**config.mk**
```make
export PLATFORM = sky130hd
export DESIGN_NAME = tsq_cmd_top
export DESIGN_NICKNAME = d
export VERILOG_FILES = /design/src/common/tsq_pkg.sv /design/src/rtl/tsq_cmd_top.sv /design/src/rtl/tsq_line_parser.sv /design/src/rtl/tsq_dec_fmt.sv
export SDC_FILE = /design/constraint.sdc
export NUM_CORES = 2
export LEC_CHECK = 0
export ABC_AREA = 1
export BUFFER_PORTS_ARGS = -buffer_cell sky130_fd_sc_hd__buf_2
export CAP_MARGIN = 20
export CORE_AREA = 2 2 297 299
export DETAILED_ROUTE_END_ITERATION = 10
export DIE_AREA = 0 0 299 301
export HOLD_SLACK_MARGIN = 0.1
export PLACE_DENSITY = 0.59
export SYNTH_ARGS = -nofsm -noshare
export SYNTH_HDL_FRONTEND = slang
export SYNTH_SLANG_ARGS = --single-unit
export TNS_END_PERCENT = 100
```
**constraint.sdc**
```tcl
create_clock -name clk_i -period 14.1 [get_ports clk_i]
set_clock_uncertainty 0.15 [all_clocks]
set_input_delay 2.82 -clock clk_i [delete_from_list [all_inputs] [get_ports clk_i]]
set_output_delay 2.82 -clock clk_i [all_outputs]
set_load 0.01 [all_outputs]
```
**src/common/tsq_pkg.sv**
```systemverilog
// Shared constants of the track sensor command interpreter
package tsq_pkg;
  // Line characters
  localparam logic [7:0] CHR_CR    = 8'h0D;
  localparam logic [7:0] CHR_LF    = 8'h0A;
  localparam logic [7:0] CHR_GET   = 8'h3F;
  localparam logic [7:0] CHR_SET   = 8'h21;
  localparam logic [7:0] CHR_COMMA = 8'h2C;
  localparam logic [7:0] CHR_DIG0  = 8'h30;
  localparam logic [7:0] CHR_DIG9  = 8'h39;
  localparam logic [7:0] CHR_MINUS = 8'h2D;
  localparam logic [7:0] CHR_OK    = 8'h2B;
  localparam logic [3:0] NAME_END  = 4'h5;
  localparam logic [2:0] MAX_ARGS  = 3'h4;
  localparam logic [19:0] ARG_MAX  = 20'h0FFFF;
  // Command names, four ASCII characters packed first-char-high
  localparam logic [31:0] CMD_ZEROED = 32'h5253454E;
  localparam logic [31:0] CMD_UNCORR = 32'h52415753;
  localparam logic [31:0] CMD_STATUS = 32'h53544154;
  localparam logic [31:0] CMD_TAPE   = 32'h54504F4C;
  localparam logic [31:0] CMD_LINK   = 32'h434D4346;
  localparam logic [31:0] CMD_SERIAL = 32'h52534346;
  localparam logic [31:0] CMD_CAN    = 32'h434E4346;
  localparam logic [31:0] CMD_ZERO   = 32'h5A45524F;
  // Reply item counts
  localparam logic [5:0] N_SENSORS = 6'h20;
  localparam logic [5:0] N_ONE     = 6'h01;
  localparam logic [5:0] N_SERIAL  = 6'h02;
  localparam logic [5:0] N_CAN     = 6'h04;
  localparam logic [4:0] SENS_LAST = 5'h1F;
  localparam logic signed [17:0] FIELD_LIMIT = 18'sh03E80;
  // Factory defaults
  localparam logic       DEF_TAPE_POL = 1'h0;
  localparam logic [1:0] DEF_LINK     = 2'h0;
  localparam logic [2:0] DEF_BAUD     = 3'h4;
  localparam logic       DEF_INV      = 1'h0;
  localparam logic [7:0] DEF_NODE     = 8'h01;
  localparam logic [1:0] DEF_CRATE    = 2'h1;
  localparam logic [15:0] DEF_PERIOD  = 16'h0014;
  localparam logic       DEF_TERM     = 1'h0;
  // Argument limits
  localparam logic [15:0] LIM_BIT   = 16'h0001;
  localparam logic [15:0] LIM_LINK  = 16'h0002;
  localparam logic [15:0] LIM_BAUD  = 16'h0004;
  localparam logic [15:0] LIM_NODE  = 16'h007F;
  localparam logic [15:0] LIM_CRATE = 16'h0003;
  // Register bus map
  localparam logic [3:0] ADR_CTRL = 4'h0;
  localparam logic [3:0] ADR_STAT = 4'h4;
  localparam logic [3:0] ADR_CFG  = 4'h8;
  localparam logic       DEF_ENABLE = 1'h1;
  // Decimal weights, most significant first
  localparam logic [4:0][16:0] POW10 = {17'h00001, 17'h0000A, 17'h00064,
                                        17'h003E8, 17'h02710};
endpackage : tsq_pkg

```
**src/rtl/tsq_cmd_top.sv**
```systemverilog
// Command interpreter: sensor readouts, status flags and port setup
// Behaviour
// - Zeroed readout replies name then 32 values minus stored baseline.
// - Uncorrected readout replies name then 32 raw values.
// - Each field value is signed 16-bit, clamped to magnitude 16000.
// - Status query takes no arguments, replies name and one flags byte.
// - Flags: bit0 right, bit1 left marker, bits3:2 track, bit4 fault.
// - Tape polarity code 0 is north on top, 1 south on top.
// - Changing tape polarity sets marker polarity to its opposite.
// - Tape polarity query replies name and current code.
// - Link protocol 0 serial (default), 1 lightweight CAN, 2 CANopen.
// - Serial bitrate codes 0..4 map 9600..115200; default 115200.
// - Serial inversion 0 leaves lines plain (default), 1 inverts both.
// - Serial setup query replies name, bitrate code and inversion.
// - One set of CAN parameters serves both CAN protocol modes.
// - Node id 1..127 default 1; send period 16-bit ms default 20.
// - Baseline capture stores the ambient field of every sensor.
`timescale 1ns/1ps
module tsq_cmd_top (
  input  wire logic        clk_i,
  input  wire logic        rst_i,
  input  wire logic        wb_cyc_i,
  input  wire logic        wb_stb_i,
  input  wire logic        wb_we_i,
  input  wire logic [3:0]  wb_adr_i,
  input  wire logic [3:0]  wb_sel_i,
  input  wire logic [31:0] wb_dat_i,
  output logic      [31:0] wb_dat_o,
  output logic             wb_ack_o,
  input  wire logic        rx_valid_i,
  input  wire logic [7:0]  rx_data_i,
  output logic             rx_ready_o,
  output logic             tx_valid_o,
  output logic      [7:0]  tx_data_o,
  input  wire logic        tx_ready_i,
  output logic      [4:0]  sensor_idx_o,
  input  wire logic [15:0] sensor_val_i,
  input  wire logic        right_marker_i,
  input  wire logic        left_marker_i,
  input  wire logic [1:0]  track_detect_i,
  input  wire logic        sensor_fault_i,
  output logic             tape_pol_o,
  output logic             marker_pol_o,
  output logic      [1:0]  link_mode_o,
  output logic      [2:0]  baud_code_o,
  output logic             serial_inv_o,
  output logic      [7:0]  can_node_o,
  output logic      [1:0]  can_rate_o,
  output logic      [15:0] can_period_o,
  output logic             can_term_o
);
  typedef enum logic [8:0] {
    S_IDLE  = 9'b000000001,
    S_EXEC  = 9'b000000010,
    S_NAME  = 9'b000000100,
    S_COMMA = 9'b000001000,
    S_NUM   = 9'b000010000,
    S_WAIT  = 9'b000100000,
    S_ACK   = 9'b001000000,
    S_END   = 9'b010000000,
    S_ZERO  = 9'b100000000
  } tsq_state_t;

  tsq_state_t         state;
  logic               line_stb;
  logic               is_get;
  logic [31:0]        name;
  logic [2:0]         argc;
  logic [3:0][15:0]   args;
  logic               bad;
  logic [15:0]        base [32];
  logic [5:0]         item;
  logic [5:0]         n_items;
  logic [2:0]         name_idx;
  logic [7:0]         ack_chr;
  logic               enable;
  logic               last_err;
  logic [7:0]         line_cnt;
  logic [5:0]         get_n;
  logic               set_ok;
  logic               slot_free;
  logic               load;
  logic [7:0]         load_byte;
  logic               fmt_valid;
  logic [7:0]         fmt_data;
  logic               fmt_done;
  logic signed [17:0] raw_v;
  logic signed [17:0] sel_v;
  logic signed [17:0] sens_v;
  logic signed [17:0] item_v;
  logic [7:0]         flags;
  logic               wb_req;

  assign rx_ready_o   = (state == S_IDLE) && enable && !line_stb;
  assign sensor_idx_o = item[4:0];
  assign slot_free    = !tx_valid_o || tx_ready_i;
  assign wb_req       = wb_cyc_i && wb_stb_i && !wb_ack_o;

  tsq_line_parser u_parser (
    .clk_i      (clk_i),
    .rst_i      (rst_i),
    .byte_stb_i (rx_valid_i && rx_ready_o),
    .byte_i     (rx_data_i),
    .line_stb_o (line_stb),
    .is_get_o   (is_get),
    .name_o     (name),
    .argc_o     (argc),
    .args_o     (args),
    .bad_o      (bad)
  );

  tsq_dec_fmt u_fmt (
    .clk_i       (clk_i),
    .rst_i       (rst_i),
    .start_i     (state == S_NUM),
    .value_i     (item_v),
    .out_valid_o (fmt_valid),
    .out_data_o  (fmt_data),
    .out_ready_i (slot_free && state == S_WAIT),
    .done_o      (fmt_done)
  );

  // Reply value of the current item
  always_comb begin
    flags = {3'h0, sensor_fault_i, track_detect_i,
             left_marker_i, right_marker_i};
    raw_v = {{2{sensor_val_i[15]}}, sensor_val_i};
    sel_v = (name == tsq_pkg::CMD_ZEROED)
          ? raw_v - {{2{base[item[4:0]][15]}}, base[item[4:0]]}
          : raw_v;
    if (sel_v > tsq_pkg::FIELD_LIMIT) sens_v = tsq_pkg::FIELD_LIMIT;
    else if (sel_v < -tsq_pkg::FIELD_LIMIT) sens_v = -tsq_pkg::FIELD_LIMIT;
    else sens_v = sel_v;
    item_v = 18'sh0;
    case (name)
      tsq_pkg::CMD_ZEROED, tsq_pkg::CMD_UNCORR: item_v = sens_v;
      tsq_pkg::CMD_STATUS: item_v = {10'h0, flags};
      tsq_pkg::CMD_TAPE:   item_v = {17'h0, tape_pol_o};
      tsq_pkg::CMD_LINK:   item_v = {16'h0, link_mode_o};
      tsq_pkg::CMD_SERIAL: item_v = (item == 6'h0)
                                  ? {15'h0, baud_code_o}
                                  : {17'h0, serial_inv_o};
      tsq_pkg::CMD_CAN: case (item[1:0])
        2'h0:    item_v = {10'h0, can_node_o};
        2'h1:    item_v = {16'h0, can_rate_o};
        2'h2:    item_v = {2'h0, can_period_o};
        default: item_v = {17'h0, can_term_o};
      endcase
      default: item_v = 18'sh0;
    endcase
  end

  // Command validation
  always_comb begin
    get_n  = 6'h0;
    set_ok = 1'b0;
    if (!bad && is_get && argc == 3'h0) begin
      case (name)
        tsq_pkg::CMD_ZEROED, tsq_pkg::CMD_UNCORR: get_n = tsq_pkg::N_SENSORS;
        tsq_pkg::CMD_STATUS, tsq_pkg::CMD_TAPE,
        tsq_pkg::CMD_LINK:   get_n = tsq_pkg::N_ONE;
        tsq_pkg::CMD_SERIAL: get_n = tsq_pkg::N_SERIAL;
        tsq_pkg::CMD_CAN:    get_n = tsq_pkg::N_CAN;
        default:             get_n = 6'h0;
      endcase
    end else if (!bad && !is_get) begin
      case (name)
        tsq_pkg::CMD_TAPE: set_ok = argc == 3'h1 &&
                                    args[0] <= tsq_pkg::LIM_BIT;
        tsq_pkg::CMD_LINK: set_ok = argc == 3'h1 &&
                                    args[0] <= tsq_pkg::LIM_LINK;
        tsq_pkg::CMD_SERIAL: set_ok = argc == 3'h2 &&
                                      args[0] <= tsq_pkg::LIM_BAUD &&
                                      args[1] <= tsq_pkg::LIM_BIT;
        tsq_pkg::CMD_CAN: set_ok = argc == 3'h4 &&
                                   args[0] >= tsq_pkg::LIM_BIT &&
                                   args[0] <= tsq_pkg::LIM_NODE &&
                                   args[1] <= tsq_pkg::LIM_CRATE &&
                                   args[3] <= tsq_pkg::LIM_BIT;
        tsq_pkg::CMD_ZERO: set_ok = argc == 3'h0;
        default:           set_ok = 1'b0;
      endcase
    end
  end

  // Byte offered to the transmit holding register
  always_comb begin
    load      = 1'b0;
    load_byte = tsq_pkg::CHR_CR;
    case (state)
      S_NAME: begin
        load = slot_free;
        case (name_idx)
          3'h0:    load_byte = tsq_pkg::CHR_GET;
          3'h1:    load_byte = name[31:24];
          3'h2:    load_byte = name[23:16];
          3'h3:    load_byte = name[15:8];
          default: load_byte = name[7:0];
        endcase
      end
      S_COMMA: begin
        load      = slot_free;
        load_byte = tsq_pkg::CHR_COMMA;
      end
      S_WAIT: begin
        load      = slot_free && fmt_valid;
        load_byte = fmt_data;
      end
      S_ACK: begin
        load      = slot_free;
        load_byte = ack_chr;
      end
      S_END: load = slot_free;
      default: load = 1'b0;
    endcase
  end

  always_ff @(posedge clk_i) begin
    if (rst_i) begin
      tx_valid_o <= 1'b0;
      tx_data_o  <= 8'h00;
    end else if (load) begin
      tx_valid_o <= 1'b1;
      tx_data_o  <= load_byte;
    end else if (tx_ready_i) begin
      tx_valid_o <= 1'b0;
    end
  end

  always_ff @(posedge clk_i) begin
    if (rst_i) begin
      state    <= S_IDLE;
      item     <= 6'h0;
      n_items  <= 6'h0;
      name_idx <= 3'h0;
      ack_chr  <= tsq_pkg::CHR_OK;
    end else begin
      case (state)
        S_IDLE: if (line_stb) state <= S_EXEC;
        S_EXEC: begin
          item     <= 6'h0;
          name_idx <= 3'h0;
          n_items  <= get_n;
          if (get_n != 6'h0) state <= S_NAME;
          else if (set_ok && name == tsq_pkg::CMD_ZERO) state <= S_ZERO;
          else begin
            ack_chr <= set_ok ? tsq_pkg::CHR_OK : tsq_pkg::CHR_MINUS;
            state   <= S_ACK;
          end
        end
        S_NAME: if (slot_free) begin
          name_idx <= name_idx + 3'h1;
          if (name_idx == 3'h4) state <= S_COMMA;
        end
        S_COMMA: if (slot_free) state <= S_NUM;
        S_NUM:   state <= S_WAIT;
        S_WAIT: if (fmt_done) begin
          if (item == n_items - 6'h1) state <= S_END;
          else begin
            item  <= item + 6'h1;
            state <= S_COMMA;
          end
        end
        S_ZERO: begin
          item <= item + 6'h1;
          if (item[4:0] == tsq_pkg::SENS_LAST) begin
            ack_chr <= tsq_pkg::CHR_OK;
            state   <= S_ACK;
          end
        end
        S_ACK: if (slot_free) state <= S_END;
        S_END: if (slot_free) state <= S_IDLE;
        default: state <= S_IDLE;
      endcase
    end
  end

  // Baseline store; the host is expected to clear the track first
  always_ff @(posedge clk_i) begin
    if (rst_i) begin
      for (int i = 0; i < 32; i++) base[i] <= 16'h0000;
    end else if (state == S_ZERO) begin
      base[item[4:0]] <= sensor_val_i;
    end
  end

  always_ff @(posedge clk_i) begin
    if (rst_i) begin
      tape_pol_o   <= tsq_pkg::DEF_TAPE_POL;
      marker_pol_o <= !tsq_pkg::DEF_TAPE_POL;
      link_mode_o  <= tsq_pkg::DEF_LINK;
      baud_code_o  <= tsq_pkg::DEF_BAUD;
      serial_inv_o <= tsq_pkg::DEF_INV;
      can_node_o   <= tsq_pkg::DEF_NODE;
      can_rate_o   <= tsq_pkg::DEF_CRATE;
      can_period_o <= tsq_pkg::DEF_PERIOD;
      can_term_o   <= tsq_pkg::DEF_TERM;
    end else if (state == S_EXEC && set_ok) begin
      case (name)
        tsq_pkg::CMD_TAPE: begin
          tape_pol_o   <= args[0][0];
          marker_pol_o <= !args[0][0];
        end
        tsq_pkg::CMD_LINK: link_mode_o <= args[0][1:0];
        tsq_pkg::CMD_SERIAL: begin
          baud_code_o  <= args[0][2:0];
          serial_inv_o <= args[1][0];
        end
        tsq_pkg::CMD_CAN: begin
          can_node_o   <= args[0][7:0];
          can_rate_o   <= args[1][1:0];
          can_period_o <= args[2];
          can_term_o   <= args[3][0];
        end
        default: ;
      endcase
    end
  end

  always_ff @(posedge clk_i) begin
    if (rst_i) begin
      last_err <= 1'b0;
      line_cnt <= 8'h00;
    end else if (state == S_EXEC) begin
      last_err <= (get_n == 6'h0) && !set_ok;
      line_cnt <= line_cnt + 8'h01;
    end
  end

  // Wishbone slave: answers every access one cycle after the request
  always_ff @(posedge clk_i) begin
    if (rst_i) begin
      wb_ack_o <= 1'b0;
      wb_dat_o <= 32'h0;
      enable   <= tsq_pkg::DEF_ENABLE;
    end else begin
      wb_ack_o <= wb_req;
      wb_dat_o <= 32'h0;
      if (wb_req && wb_we_i) begin
        if (wb_adr_i == tsq_pkg::ADR_CTRL && wb_sel_i[0])
          enable <= wb_dat_i[0];
      end else if (wb_req) begin
        if (wb_adr_i == tsq_pkg::ADR_CTRL) wb_dat_o <= {31'h0, enable};
        else if (wb_adr_i == tsq_pkg::ADR_STAT)
          wb_dat_o <= {16'h0, line_cnt, 4'h0, marker_pol_o, tape_pol_o,
                       last_err, state != S_IDLE};
        else if (wb_adr_i == tsq_pkg::ADR_CFG)
          wb_dat_o <= {can_period_o, can_node_o[6:0], can_term_o, can_rate_o,
                       link_mode_o, serial_inv_o, baud_code_o};
      end
    end
  end
endmodule : tsq_cmd_top

```
**src/rtl/tsq_line_parser.sv**
```systemverilog
// Splits received command lines into kind, name and numeric arguments
`timescale 1ns/1ps
module tsq_line_parser (
  input  wire logic             clk_i,
  input  wire logic             rst_i,
  input  wire logic             byte_stb_i,
  input  wire logic [7:0]       byte_i,
  output logic                  line_stb_o,
  output logic                  is_get_o,
  output logic [31:0]           name_o,
  output logic [2:0]            argc_o,
  output logic [3:0][15:0]      args_o,
  output logic                  bad_o
);
  logic [3:0]  pos;
  logic [1:0]  cur_idx;
  logic [19:0] acc;
  logic        is_dig;

  always_comb begin
    cur_idx = 2'(argc_o - 3'h1);
    is_dig  = (byte_i >= tsq_pkg::CHR_DIG0) && (byte_i <= tsq_pkg::CHR_DIG9);
    acc     = {4'h0, args_o[cur_idx]} * 20'h0000A
              + {12'h000, byte_i - tsq_pkg::CHR_DIG0};
  end

  always_ff @(posedge clk_i) begin
    if (rst_i) begin
      pos        <= 4'h0;
      line_stb_o <= 1'b0;
      is_get_o   <= 1'b0;
      name_o     <= 32'h0;
      argc_o     <= 3'h0;
      args_o     <= '0;
      bad_o      <= 1'b0;
    end else begin
      line_stb_o <= 1'b0;
      if (byte_stb_i && byte_i != tsq_pkg::CHR_LF) begin
        if (byte_i == tsq_pkg::CHR_CR) begin
          line_stb_o <= (pos != 4'h0);
          if (pos != tsq_pkg::NAME_END) bad_o <= 1'b1;
          pos <= 4'h0;
        end else if (pos == 4'h0) begin
          is_get_o <= (byte_i == tsq_pkg::CHR_GET);
          bad_o    <= !(byte_i == tsq_pkg::CHR_GET ||
                        byte_i == tsq_pkg::CHR_SET);
          name_o   <= 32'h0;
          argc_o   <= 3'h0;
          args_o   <= '0;
          pos      <= 4'h1;
        end else if (pos != tsq_pkg::NAME_END) begin
          name_o <= {name_o[23:0], byte_i};
          pos    <= pos + 4'h1;
        end else if (byte_i == tsq_pkg::CHR_COMMA) begin
          if (argc_o == tsq_pkg::MAX_ARGS) bad_o <= 1'b1;
          else argc_o <= argc_o + 3'h1;
        end else if (is_dig && argc_o != 3'h0) begin
          // Overflow flags the line rather than wrapping silently
          if (acc > tsq_pkg::ARG_MAX) bad_o <= 1'b1;
          else args_o[cur_idx] <= acc[15:0];
        end else begin
          bad_o <= 1'b1;
        end
      end
    end
  end
endmodule : tsq_line_parser

```
**src/rtl/tsq_dec_fmt.sv**
```systemverilog
// Streams a signed value out as ASCII decimal without leading zeros
`timescale 1ns/1ps
module tsq_dec_fmt (
  input  wire logic               clk_i,
  input  wire logic               rst_i,
  input  wire logic               start_i,
  input  wire logic signed [17:0] value_i,
  output logic                    out_valid_o,
  output logic [7:0]              out_data_o,
  input  wire logic               out_ready_i,
  output logic                    done_o
);
  typedef enum logic [3:0] {
    F_IDLE = 4'b0001,
    F_SIGN = 4'b0010,
    F_CALC = 4'b0100,
    F_EMIT = 4'b1000
  } tsq_fmt_state_t;

  tsq_fmt_state_t state;
  logic [16:0]    mag;
  logic [2:0]     pw;
  logic [3:0]     digit;
  logic           seen;
  logic           show;

  always_comb begin
    show        = (digit != 4'h0) || seen || (pw == 3'h4);
    out_valid_o = (state == F_SIGN) || (state == F_EMIT && show);
    out_data_o  = (state == F_SIGN) ? tsq_pkg::CHR_MINUS
                                    : tsq_pkg::CHR_DIG0 + {4'h0, digit};
  end

  always_ff @(posedge clk_i) begin
    if (rst_i) begin
      state  <= F_IDLE;
      mag    <= 17'h0;
      pw     <= 3'h0;
      digit  <= 4'h0;
      seen   <= 1'b0;
      done_o <= 1'b0;
    end else begin
      done_o <= 1'b0;
      case (state)
        F_IDLE: if (start_i) begin
          mag   <= value_i[17] ? 17'(-value_i) : value_i[16:0];
          pw    <= 3'h0;
          digit <= 4'h0;
          seen  <= 1'b0;
          state <= value_i[17] ? F_SIGN : F_CALC;
        end
        F_SIGN: if (out_ready_i) state <= F_CALC;
        // One subtraction a cycle keeps the datapath free of dividers
        F_CALC: if (mag >= tsq_pkg::POW10[pw]) begin
          mag   <= mag - tsq_pkg::POW10[pw];
          digit <= digit + 4'h1;
        end else begin
          state <= F_EMIT;
        end
        F_EMIT: if (!show || out_ready_i) begin
          seen  <= show;
          digit <= 4'h0;
          if (pw == 3'h4) begin
            done_o <= 1'b1;
            state  <= F_IDLE;
          end else begin
            pw    <= pw + 3'h1;
            state <= F_CALC;
          end
        end
        default: state <= F_IDLE;
      endcase
    end
  end
endmodule : tsq_dec_fmt

```
==> reports/results.ini <==
[placement]
io_buffers = 124
gp_congestion = 0.8859
pre_cts_ws_ns = 6.506
placed_area_sq_mm = 0.04029
hpwl_microns = 80940

[critical_path]
cp_slowest_stage_delay_ns = 0.66
crit_path_end_kind = register
slowest_stage = dfxtp_4
critical_path_class = register to register
required_ns = 14.49
cp-start-kind = register
crit_fanout = 159
worstPathArrival_ns = 7.76
cp_common_cell = nand2_1

[floorplanning]
initial_core_util = 0.4495
dieHeight_microns = 301
rows = 108
die_area_sq_mm = 0.09000
num_io_pins = 159
die_width_microns = 299
core-area_sq_mm = 0.08648

[cts]
root_buffer = clkbuf_16
postCtsSetupBuffers = 0
cts_tree = yes
clk_transition_reported_paths_ns = 0.06
cts_inserted_buffers = 86
cts_sinks = 772
cts_resized = 0
clock_latency_ns = 0.66
cts.path.max_buffers = 3
h-tree-depth = 3
hold_buffers = 0

[sta]
timing.fmax_ghz = 0.1357
finalSetupViolCount = 0
min_period_ns = 7.371
maxSlewHeadroom = 0.2659
timing.hold.ws_ns = 0.3007
rsz0062_at_grt = false
tns_ns = 0
worst_slack_ns = 6.729
finalHoldViolCount = 0
maxSlewViolCount = 0
period_share = 0.5228
worst-slew-pin-transition_ns = 1.073

[cells_and_area]
stdcell_area_sq_mm = 0.04303
final_nets = 4721
drive_gt1_frac = 0.08594
area_delta_synth_final_pct = 10.69

[logic_synthesis]
netlist_area_sq_mm = 0.03887
yosysTopAreaCell = edfxtp_1
synth_seq_cells = 772
synth_nets = 4727
synth_area_leaders = edfxtp_1, dfxtp_1, nor2_1
syn_inst = 4550
synth.top_cell.area_share = 0.3955
async_reset_ff_frac = 0
synth_edf_count = 512
avgSynthCellArea_sq_um = 8.543
synth-main-ff-cell = edfxtp_1
ys_warn_count = 0
ys_seq_area_frac = 0.5294
yosys.cell_types.count = 66

[routing]
firstDrtPassIters = 6
ant_nets = 0
drc = 0
vias = 32700
drt-initial-drc-count = 2977
drt_wl_total_microns = 126300
avgRoutedWirePerCell_microns = 21.91
via_per_inst = 5.674

[global_route]
grt_pass1_wl_microns = 191500
grt_pass1_vias = 31350
grtUsageTotal = 0.2777
grt_start_max_net_pins = 161
grt_antenna_before_repair = 8
overflow = 0

[status]
outcome = finished, final reports clean

[hold_path]
hold_path_class = register to register

[power]
ir_worst_vdd_mv = 0.08333
p_per_area_mw_per_mm2 = 140.2
p_leak_uw = 0.01743
total_power_uw = 6033

[run]
maxCapViolCount = 0

## path summary, 6_finish.rpt
path / startpoint / to / slack [ns] / cells past startpoint
worst min register to register: ack_chr[2] / ack_chr[2] / 0.30 / 2
worst max register to register: register / u_fmt.mag[2] / 6.73 / 34
worst min-delay path: ack_chr[2] / ack_chr[2] / 0.30 / 2
worst max-delay path: register / u_fmt.mag[2] / 6.73 / 34
## worst max-delay path: cells and delay by family, from the launching register on
family	cells	cell delay, ns
buffers and inverters	5	1.63
AOI/OAI and AO/OA	8	1.37
adders and majority gates	4	1.31
and+or+nand+nor	16	1.85
DFF	1	0.66
xor gates and xnor gates	1	0.17
## routing by layer
metal,up-vias,wire length (microns),track usage,share of wire
li1,15530,-,-,-
met1,15570,51600,0.3571,0.41
met2,1265,59590,0.4626,0.47
met3,320,8885,0.04192,0.070
met4,14,6111,0.1276,0.048
met5,-,80,0,0.00063
## final cells by class
class                      count  area [sq um]
fill                        8278         43460
multi-input combinational   3118         15730
timing repair buffer         182          1084
tap                         1155          1445
clock inverter                45         469.2
clock buffer                 107          2262
inverter                     384          1450
sequential                   772         20590
antenna                        1         2.502
## per-stage QoR
| step | utilization | std cells |
|---|---|---|
| 3_5_place_dp | 0.4659 | 5611 |
| 6_report | 0.4975 | 5764 |
| 5_1_grt | 0.4975 | 5763 |
| 4_1_cts | 0.4975 | 5763 |
| 3_3_place_gp | 0.4659 | 5611 |
| 2_1_floorplan | - | 4550 |
## state kept, by name, indices dropped and copies added (netlist names), 4 cells and up, named ones only
register and flops:
u_fmt.digit 4, base 512, can_node_o 8, n_items 4, tx_data_o 8, u_parser.args_o 64, u_parser.name_o 32, u_parser.pos 4
state 9, u_fmt.mag 17, wb_dat_o 32, can_period_o 16, u_fmt.state 4, item 6, line_cnt 8
## power by group
group | switching [uW] | internal [uW]
Sequential | 97.1 | 2550
Combinational | 831 | 324
Clock | 962 | 1270
## cell usage in the layout (no fill, tap or decap), drive strengths merged, types with 55 or more instances in the layout
| master | instances |
|---|---|
| a21oi | 279 |
| edfxtp | 512 |
| inv | 376 |
| o21ai | 410 |
| o221ai | 113 |
| dfxtp | 260 |
| ha | 97 |
| nand3 | 203 |
| nand2 | 579 |
| clkbuf | 107 |
| nor2 | 1078 |
| buf | 182 |
| o22ai | 55 |
## Yosys cell counts, drive strengths merged (53+ instances only)
cell type	instances
edfxtp	512
o221ai	113
clkbuf	246
nand3	203
a21oi	279
nor2	1078
nor3	53
o21ai	410
dfxtp	260
o22ai	55
nand2	579
ha	97
inv	376
## logic make-up after synthesis
family | count (synthesis) | share of synthesized area
AND/OR/NAND/NOR | 1994 | 0.2127
AO/OA/AOI/OAI | 982 | 0.1490
flip-flops | 772 | 0.5294
buffers and inverters | 660 | 0.06621
adder cells (fa/ha/maj) | 101 | 0.03328
XOR/XNOR | 41 | 0.009431
Note: power is estimated with default switching activity, not from simulation.
